`config.mk`:
```
export PLATFORM = sky130hd
export DESIGN_NAME = i2css_slave
export DESIGN_NICKNAME = d
export VERILOG_FILES = /design/src/hdl/i2css_slave.v
export VERILOG_INCLUDE_DIRS = /design/src /design/src/pkg
export SDC_FILE = /design/constraint.sdc
export NUM_CORES = 1
export LEC_CHECK = 0
export BUFFER_PORTS_ARGS = -buffer_cell sky130_fd_sc_hd__buf_2
export CORE_ASPECT_RATIO = 1.25
export CORE_MARGIN = 4
export CORE_UTILIZATION = 60
export CTS_BUF_LIST = sky130_fd_sc_hd__clkbuf_2
export CTS_CLUSTER_DIAMETER = 120
export DETAILED_ROUTE_END_ITERATION = 8
export GPL_ROUTABILITY_DRIVEN = 0
export PLACE_DENSITY_LB_ADDON = 0.1
export SKIP_LAST_GASP = 1
export SLEW_MARGIN = 15
export SYNTH_ARGS = -nofsm -noshare
export SYNTH_HDL_FRONTEND = slang
export SYNTH_SLANG_ARGS = --single-unit
```
`constraint.sdc`:
```
create_clock -name mclk_i -period 2.7 [get_ports mclk_i]
set_clock_uncertainty 0.1 [all_clocks]
set_input_delay 0.54 -clock mclk_i [delete_from_list [all_inputs] [get_ports mclk_i]]
set_output_delay 0.54 -clock mclk_i [all_outputs]
set_load 0.005 [all_outputs]
```
`src/pkg/i2css_defs.vh`:
```
`ifndef I2CSS_DEFS_VH
`define I2CSS_DEFS_VH
// -----------------------------------------------------------------------------
// register offsets
// -----------------------------------------------------------------------------
`define I2CSS_OFS_CTRLA 4'h9
`define I2CSS_OFS_CMDCTL 4'hA
`define I2CSS_OFS_STATUS 4'hB
`define I2CSS_OFS_ADDR 4'hC
`define I2CSS_OFS_DATA 4'hD
`define I2CSS_OFS_MCTRL 4'h3
// -----------------------------------------------------------------------------
// field positions
// -----------------------------------------------------------------------------
`define I2CSS_ST_DATA 7
`define I2CSS_ST_ADST 6
`define I2CSS_ST_HOLD 5
`define I2CSS_ST_RECEIVED_ACK 4
`define I2CSS_ST_CLASH 3
`define I2CSS_ST_FAULT 2
`define I2CSS_ST_DIR 1
`define I2CSS_ST_CAUSE 0
`define I2CSS_CA_DIRQ 7
`define I2CSS_CA_AIEN 6
`define I2CSS_CA_STOPEN 5
`define I2CSS_CA_PMEN 2
`define I2CSS_CA_SMART 1
`define I2CSS_MSB 7
`define I2CSS_CA_EN 0
`define I2CSS_CB_ACK 2
// -----------------------------------------------------------------------------
// commands and reset values
// -----------------------------------------------------------------------------
`define I2CSS_CMD_NO_ACTION_CODE 2'h0
`define I2CSS_CMD_RSVD 2'h1
`define I2CSS_CMD_COMP 2'h2
`define I2CSS_CMD_RESP 2'h3
`define I2CSS_RST8 8'h00
`define I2CSS_GCALL 7'h00
`endif

```
`src/hdl/i2css_slave.v`:
```
// Functional notes
// ack action on data access or command
// ack_action is plain stored bit
// command field is strobe, reads zero
// 0 none, 1 reserved, 2 completes transaction
// 3 after address: ack then receive/data flag
// 3 after data: ack-receive or read-then-ack
// ack and command written together use new ack
// flags clear by data or command access
// data flag sets on byte done or clash
// data flag clear: w1, data access, command
// addr/stop flag: address match or stop
// hold scl low while flag set
// bit 4 holds last master ack
// clash: flag, stop driving low, finish byte
// clash on address nack sets addr flag (here never: is_addr_r is already low in S_ACK)
// clash flag clears on w1 or start
// line fault on bad start/stop, w1 clear (here only a stop straight after a start)
// fault detect only with master enabled
// direction bit from last address packet
// cause bit: 0 stop, 1 address
// addr[7:1] own address, addr[0] general call
// data irq needs flag and enable
// stop sets flag only with enable
// smart mode: data access continues operation
// reserved command changes nothing
// reset clears all, lines released
//
// Chosen here: the address-and-strobe port.
`timescale 1ns/10ps
`default_nettype none
`include "i2css_defs.vh"
module i2css_slave (
  input wire mclk_i,
  input wire rst_n_i,
  input wire [3:0] addr_i,
  input wire [7:0] wdata_i,
  input wire wr_i,
  input wire rd_i,
  output reg [7:0] rdata_o,
  input wire scl_i,
  output wire scl_o,
  output wire scl_oe_o,
  input wire sda_i,
  output wire sda_o,
  output wire sda_oe_o,
  output wire data_irq_o,
  output wire addr_stop_irq_o
);
  // ---------------------------------------------------------------------------
  // states
  // ---------------------------------------------------------------------------
  localparam S_IDLE = 3'h0;
  localparam S_RX = 3'h1;
  localparam S_TX = 3'h2;
  localparam S_HOLD = 3'h3;
  localparam S_ACK = 3'h4;
  localparam S_MACK = 3'h5;
  // ---------------------------------------------------------------------------
  // pin synchronisers
  // ---------------------------------------------------------------------------
  reg [1:0] scl_s_r, sda_s_r;
  reg scl_d_r, sda_d_r;
  always @(posedge mclk_i) begin
    if (!rst_n_i) begin
      scl_s_r <= 2'h3;
      sda_s_r <= 2'h3;
      scl_d_r <= 1'b1;
      sda_d_r <= 1'b1;
    end else begin
      scl_s_r <= {scl_s_r[0], scl_i};
      sda_s_r <= {sda_s_r[0], sda_i};
      scl_d_r <= scl_s_r[1];
      sda_d_r <= sda_s_r[1];
    end
  end
  wire scl = scl_s_r[1];
  wire sda = sda_s_r[1];
  wire scl_rise = scl & ~scl_d_r;
  wire scl_fall = ~scl & scl_d_r;
  wire start_c = scl & scl_d_r & sda_d_r & ~sda;
  wire stop_c = scl & scl_d_r & ~sda_d_r & sda;
  // ---------------------------------------------------------------------------
  // registers
  // ---------------------------------------------------------------------------
  reg [7:0] ctrla_r, own_addr_r, shift_r;
  reg mctrl_en_r, ack_action_r;
  reg data_flag_r, addr_stop_flag_r, received_ack_r, drive_clash_flag_r;
  reg line_fault_flag_r, dir_r, addr_or_stop_cause_r;
  reg [2:0] st_r;
  reg [3:0] bcnt_r;
  reg is_addr_r, sda_low_r, hold_r, was_start_r;
  wire [7:0] status = {data_flag_r, addr_stop_flag_r, hold_r, received_ack_r,
    drive_clash_flag_r, line_fault_flag_r, dir_r, addr_or_stop_cause_r};
  // ---------------------------------------------------------------------------
  // access decode
  // ---------------------------------------------------------------------------
  wire wr_cmd = wr_i && addr_i == `I2CSS_OFS_CMDCTL;
  wire [1:0] slave_command = wdata_i[1:0];
  wire cmd_ok = wr_cmd && slave_command != `I2CSS_CMD_NO_ACTION_CODE
    && slave_command != `I2CSS_CMD_RSVD;
  wire data_acc = (wr_i || rd_i) && addr_i == `I2CSS_OFS_DATA;
  wire smart = ctrla_r[`I2CSS_CA_SMART];
  // a data write that also starts transmit must send its own first bit
  wire tx_first = (wr_i && addr_i == `I2CSS_OFS_DATA && hold_r) ?
    wdata_i[`I2CSS_MSB] : shift_r[`I2CSS_MSB];
  wire go = cmd_ok || (data_acc && smart);
  wire flag_clr = cmd_ok || data_acc;
  wire wr_st = wr_i && addr_i == `I2CSS_OFS_STATUS;
  // newly written ack value wins when written with a command
  wire ack_now = wr_cmd ? wdata_i[`I2CSS_CB_ACK] : ack_action_r;
  wire complete = cmd_ok && slave_command == `I2CSS_CMD_COMP;
  function match;
    input [7:0] a;
    input [7:0] own;
    input pm;
    begin
      match = pm || a[7:1] == own[7:1]
        || (own[0] && a[7:1] == `I2CSS_GCALL);
    end
  endfunction
  // ---------------------------------------------------------------------------
  // byte engine and flags
  // ---------------------------------------------------------------------------
  always @(posedge mclk_i) begin
    if (!rst_n_i) begin
      ctrla_r <= `I2CSS_RST8;
      own_addr_r <= `I2CSS_RST8;
      shift_r <= `I2CSS_RST8;
      mctrl_en_r <= 1'b0;
      ack_action_r <= 1'b0;
      data_flag_r <= 1'b0;
      addr_stop_flag_r <= 1'b0;
      received_ack_r <= 1'b0;
      drive_clash_flag_r <= 1'b0;
      line_fault_flag_r <= 1'b0;
      dir_r <= 1'b0;
      addr_or_stop_cause_r <= 1'b0;
      st_r <= S_IDLE;
      bcnt_r <= 4'h0;
      is_addr_r <= 1'b0;
      sda_low_r <= 1'b0;
      hold_r <= 1'b0;
      was_start_r <= 1'b0;
    end else begin
      if (wr_i && addr_i == `I2CSS_OFS_CTRLA)
        ctrla_r <= wdata_i;
      if (wr_i && addr_i == `I2CSS_OFS_ADDR)
        own_addr_r <= wdata_i;
      if (wr_i && addr_i == `I2CSS_OFS_MCTRL)
        mctrl_en_r <= wdata_i[0];
      if (wr_cmd)
        ack_action_r <= wdata_i[`I2CSS_CB_ACK];
      if (wr_i && addr_i == `I2CSS_OFS_DATA && hold_r)
        shift_r <= wdata_i;
      // clears first, hardware sets below win
      if (flag_clr || (wr_st && wdata_i[`I2CSS_ST_DATA]))
        data_flag_r <= 1'b0;
      if (flag_clr || (wr_st && wdata_i[`I2CSS_ST_ADST]))
        addr_stop_flag_r <= 1'b0;
      if (wr_st && wdata_i[`I2CSS_ST_CLASH])
        drive_clash_flag_r <= 1'b0;
      if (wr_st && wdata_i[`I2CSS_ST_FAULT])
        line_fault_flag_r <= 1'b0;
      if (hold_r && go)
        hold_r <= 1'b0;
      if (st_r != S_IDLE && start_c)
        was_start_r <= 1'b1;
      if (scl_fall)
        was_start_r <= 1'b0;
      // bus error: stop straight after start, detector lives with master
      if (mctrl_en_r && stop_c && was_start_r)
        line_fault_flag_r <= 1'b1;
      if (start_c) begin
        drive_clash_flag_r <= 1'b0;
        was_start_r <= 1'b1;
        if (ctrla_r[`I2CSS_CA_EN]) begin
          st_r <= S_RX;
          is_addr_r <= 1'b1;
          bcnt_r <= 4'h0;
          sda_low_r <= 1'b0;
          hold_r <= 1'b0;
        end
      end else if (stop_c) begin
        st_r <= S_IDLE;
        sda_low_r <= 1'b0;
        hold_r <= 1'b0;
        if (ctrla_r[`I2CSS_CA_STOPEN] && ctrla_r[`I2CSS_CA_EN]) begin
          addr_stop_flag_r <= 1'b1;
          addr_or_stop_cause_r <= 1'b0;
        end
      end else begin
        case (st_r)
          S_RX: begin
            if (scl_rise) begin
              shift_r <= {shift_r[6:0], sda};
              bcnt_r <= bcnt_r + 4'h1;
            end
            if (scl_fall && bcnt_r == 4'h8) begin
              bcnt_r <= 4'h0;
              if (is_addr_r) begin
                if (match(shift_r, own_addr_r, ctrla_r[`I2CSS_CA_PMEN])) begin
                  dir_r <= shift_r[0];
                  addr_stop_flag_r <= 1'b1;
                  addr_or_stop_cause_r <= 1'b1;
                  hold_r <= 1'b1;
                  st_r <= S_HOLD;
                end else begin
                  st_r <= S_IDLE;
                end
              end else begin
                data_flag_r <= 1'b1;
                hold_r <= 1'b1;
                st_r <= S_HOLD;
              end
            end
          end
          S_HOLD: begin
            if (complete) begin
              // master write acks then idles; master read only idles
              sda_low_r <= ~dir_r & ~ack_now;
              st_r <= dir_r ? S_IDLE : S_ACK;
              is_addr_r <= 1'b0;
              bcnt_r <= 4'h1;
            end else if (go) begin
              if (dir_r && is_addr_r) begin
                sda_low_r <= ~ack_now;
                st_r <= S_ACK;
                bcnt_r <= 4'h2;
              end else if (dir_r) begin
                st_r <= S_TX;
                sda_low_r <= ~tx_first;
                bcnt_r <= 4'h0;
              end else begin
                sda_low_r <= ~ack_now;
                st_r <= S_ACK;
                bcnt_r <= 4'h0;
              end
              is_addr_r <= 1'b0;
            end
          end
          S_ACK: begin
            // nack not seen on the line means another node pulled low
            if (scl_rise && ~sda_low_r && ~sda && ack_now) begin
              drive_clash_flag_r <= 1'b1;
              if (is_addr_r)
                addr_stop_flag_r <= 1'b1;
            end
            if (scl_fall) begin
              sda_low_r <= 1'b0;
              case (bcnt_r)
                4'h1: st_r <= S_IDLE;
                4'h2: begin
                  data_flag_r <= 1'b1;
                  hold_r <= 1'b1;
                  st_r <= S_HOLD;
                end
                default: st_r <= S_RX;
              endcase
            end
          end
          S_TX: begin
            if (scl_rise) begin
              if (~sda_low_r && ~sda)
                drive_clash_flag_r <= 1'b1;
              shift_r <= {shift_r[6:0], 1'b1};
              bcnt_r <= bcnt_r + 4'h1;
            end
            if (scl_fall) begin
              sda_low_r <= (bcnt_r == 4'h8) ? 1'b0 : ~shift_r[7];
              if (bcnt_r == 4'h8)
                st_r <= S_MACK;
            end
          end
          S_MACK: begin
            if (scl_rise)
              received_ack_r <= sda;
            if (scl_fall) begin
              data_flag_r <= 1'b1;
              hold_r <= 1'b1;
              st_r <= S_HOLD;
            end
          end
          default: st_r <= S_IDLE;
        endcase
      end
    end
  end
  // ---------------------------------------------------------------------------
  // pins, interrupts, read port
  // ---------------------------------------------------------------------------
  assign scl_o = 1'b0;
  assign scl_oe_o = hold_r;
  assign sda_o = 1'b0;
  assign sda_oe_o = sda_low_r & ~drive_clash_flag_r;
  assign data_irq_o = data_flag_r & ctrla_r[`I2CSS_CA_DIRQ];
  assign addr_stop_irq_o = addr_stop_flag_r & ctrla_r[`I2CSS_CA_AIEN]
    & ctrla_r[`I2CSS_CA_STOPEN];
  always @(posedge mclk_i) begin
    if (!rst_n_i) begin
      rdata_o <= `I2CSS_RST8;
    end else if (rd_i) begin
      case (addr_i)
        `I2CSS_OFS_CTRLA: rdata_o <= ctrla_r;
        `I2CSS_OFS_CMDCTL: rdata_o <= {5'h00, ack_action_r, 2'h0};
        `I2CSS_OFS_STATUS: rdata_o <= status;
        `I2CSS_OFS_ADDR: rdata_o <= own_addr_r;
        `I2CSS_OFS_DATA: rdata_o <= shift_r;
        `I2CSS_OFS_MCTRL: rdata_o <= {7'h00, mctrl_en_r};
        default: rdata_o <= `I2CSS_RST8;
      endcase
    end else begin
      rdata_o <= `I2CSS_RST8;
    end
  end
endmodule // i2css_slave
`default_nettype wire

```
==> metrics.cfg <==
[outcome]
status=finished, final reports clean

[cts]
worst_skew_pair.late_latency_ns=0.51
max-clock-path-buffers=2
post_cts_buffers=0
hold_buffers=0
cts_buffers=9
tritoncts=built
htree_levels=3
clk_pin_slew_worst_paths_ns=0.16
cts-resized-gates=0
clockRootBuffer=clkbuf_2
cts.sinks=58

[floorplan]
core_sq_um=5116
die_h_microns=89.42
start_util_pct=62.19
die_w_microns=73.14
ios=32
dieArea_sq_um=6539
rows=29

[cells_and_area]
diodes=0
n_fill_cell=469
drive_gt1_share_pct=14.01
final_net_count=438
instances_no_fill=483
area_delta_synth_final_pct=8.730
design_area_sq_um=3460

[logic_synthesis]
synth_flop_cell=dfxtp_1
synth.avg_cell_area_sq_um=8.055
seq_area_frac_synth_pct=36.49
yosys_warnings=0
synthTopCellsByCount=58 x dfxtp_1, 46 x nand2_1, 42 x a21oi_1
ys_seq_elements=58
synth-async-reset-ratio_pct=0
synth_cell_types=57
synthCells=395
yosys-top-cells-area=dfxtp_1 36%, a21oi_1 6.6%, nand2_1 5.4%, nand3_1 4.7%, a22oi_1 3.5%
syn_area_sq_um=3182
synth_most_common_cell=dfxtp_1
synth-edff-count=0
yosys.area.top_type=dfxtp_1
synth_top_area_share_pct=36.49

[critical_path]
worst_ep_arrival_time_ns=2.58
crit_type=reg2reg
worst_setup_path_end_kind=flip-flop
path_max_fanout=19
crit_required_ns=3.02
startpoint_type=flip-flop

[detailed_routing]
dr.pass1.iters=6
drt_iter0_markers=310
num_vias=3119
wl_mm=8.787
wl_per_cell_microns=18.19
viasPerCell=6.458
drcViolationCount=0
ant_nets=0

[power]
total_power_uw=1815
seq_power_share_pct=50.7
internal-power_uw=1277
p_per_area_nw_per_um2=524.6
vdd_ir_drop_max_mv=0.3338
p_sw_uw=537.7
p_sw_share_pct=29.63
pwr-share-clk_pct=35.5
power_frac_comb_pct=13.9
leakagePower_uw=0.001229

[global_routing]
grt-ovfl-total=0
first_global_vias=2987
antenna_found_initial=0
grt_pass1_wl_mm=14.31
grt_max_degree=29
grt_usage_pct=28.56

[placed_design]
dp_hpwl_mm=6.301
dp.cells=467
port_buffers=29
placed_area_sq_um=3328

[timing]
slew_viol_final=0
worst_pin_slew_ns=0.6084
hold_violations=0
final-setup-viol-count=0
tns_ns=0
max-slew-margin-rel_pct=59.39
max_clock_freq_mhz=443.0
period_needed_ns=2.258
rsz0062_at_grt=no
fin_crit_sh_pct=83.61

[worst_hold_path]
hold_path_class=in2reg

[job]
drv_cap=0

## registers in the layout, summed over array words and instances, names as in the netlist, 2 cells and up
signal      flops
ctrla_r         8
sda_s_r         2
scl_s_r         2
shift_r         8
own_addr_r      8
bcnt_r          4
rdata_o         8
st_r            3
## worst paths after layout
path / end / from / slack [ns] / depth (start not counted)
setup / recovery: addr_or_stop_cause_r / st_r[0] / 0.44 / 5
hold / removal: scl_s_r[0] / scl_i / 0.13 / 2
setup reg to reg: addr_or_stop_cause_r / st_r[0] / 0.44 / 5
hold reg to reg: scl_s_r[1] / scl_s_r[0] / 0.33 / 1
## cell families (layout without fill, tap and decap cells)
family,Yosys count,count (layout),synth area share [%]
multiplexers,11,11,3.461
AND/OR/NAND/NOR,158,158,26.50
buffers and inverters,37,62,5.466
XOR/XNOR,10,10,2.753
adder cells (fa/ha/maj),4,4,1.573
AO/OA/AOI/OAI,116,116,23.63
other,1,2,0.1179
flip-flops,58,58,36.49
## stage by stage
stage / utilization, % / setup WS [ns] / hold WS, ns
4_1_cts: 67.62 / 0.4790 / 0.09976
6_report: 67.62 / 0.4424 / 0.1304
3_5_place_dp: 65.05 / 0.4686 / 0.2965
3_3_place_gp: 65.05 / 0.5177 / 0.2870
2_1_floorplan: - / 0.6834 / 0.2863
5_1_grt: 67.62 / 0.2997 / 0.09265
## layout make-up
cell class / count / area, sq um / area share (%)
flip-flops and latches: 58 / 1161 / 33.56
clock inverters: 6 / 81.33 / 2.351
repair buffers: 37 / 205.2 / 5.931
multi-input cells: 301 / 1851 / 53.49
inverters: 9 / 33.78 / 0.9765
well taps: 62 / 77.57 / 2.242
clock buffers: 10 / 50.05 / 1.447
## power by group through the flow
stage | sequential [uW] | clock [uW] | combinational [uW]
5_1_grt | 924 | 685 | 277
3_5_place_dp | 936 | 0 | 246
3_3_place_gp | 936 | 0 | 240
6_report | 919 | 644 | 252
2_1_floorplan | 905 | 0 | 214
4_1_cts | 918 | 650 | 248
## layer usage
metal / wire, microns / share of wire, % / vias up / track usage [%]
met5: 0 / 0 / - / 0
met1: 3472 / 40 / 1436 / 32.83
met2: 4273 / 49 / 159 / 47.68
met4: 359 / 4.1 / 0 / 17.62
li1: - / - / 1487 / -
met3: 681 / 7.8 / 37 / 6.524
## cells in the final DEF, fill, tap and decap left out, types with 4 or more instances in the layout
| cell | n |
|---|---|
| buf_2 | 29 |
| nor2_1 | 21 |
| a22oi_1 | 15 |
| clkbuf_2 | 10 |
| a211oi_1 | 8 |
| nor4_1 | 4 |
| o21ai_1 | 7 |
| nand4_1 | 4 |
| nand2_1 | 46 |
| o211ai_1 | 4 |
| nor3_1 | 6 |
| a21oi_1 | 42 |
| inv_1 | 8 |
| ha_1 | 4 |
| nor2b_1 | 5 |
| dfxtp_1 | 58 |
| o22ai_1 | 5 |
| a31oi_1 | 5 |
| o21ai_0 | 11 |
| nand3_1 | 30 |
| nand3b_1 | 4 |
| nand2b_1 | 11 |
| buf_4 | 8 |
| xnor2_1 | 9 |
| nand4b_1 | 4 |
| mux2i_1 | 11 |
## critical path, stage by stage, from the launching register on
cell	delay [ns]
dfxtp_1	0.74
nor3b_2	0.51
nand4b_1	0.20
nor2_1	0.20
nand4_1	0.19
a211oi_1	0.25
No activity file was read; power rests on OpenSTA's default activity.
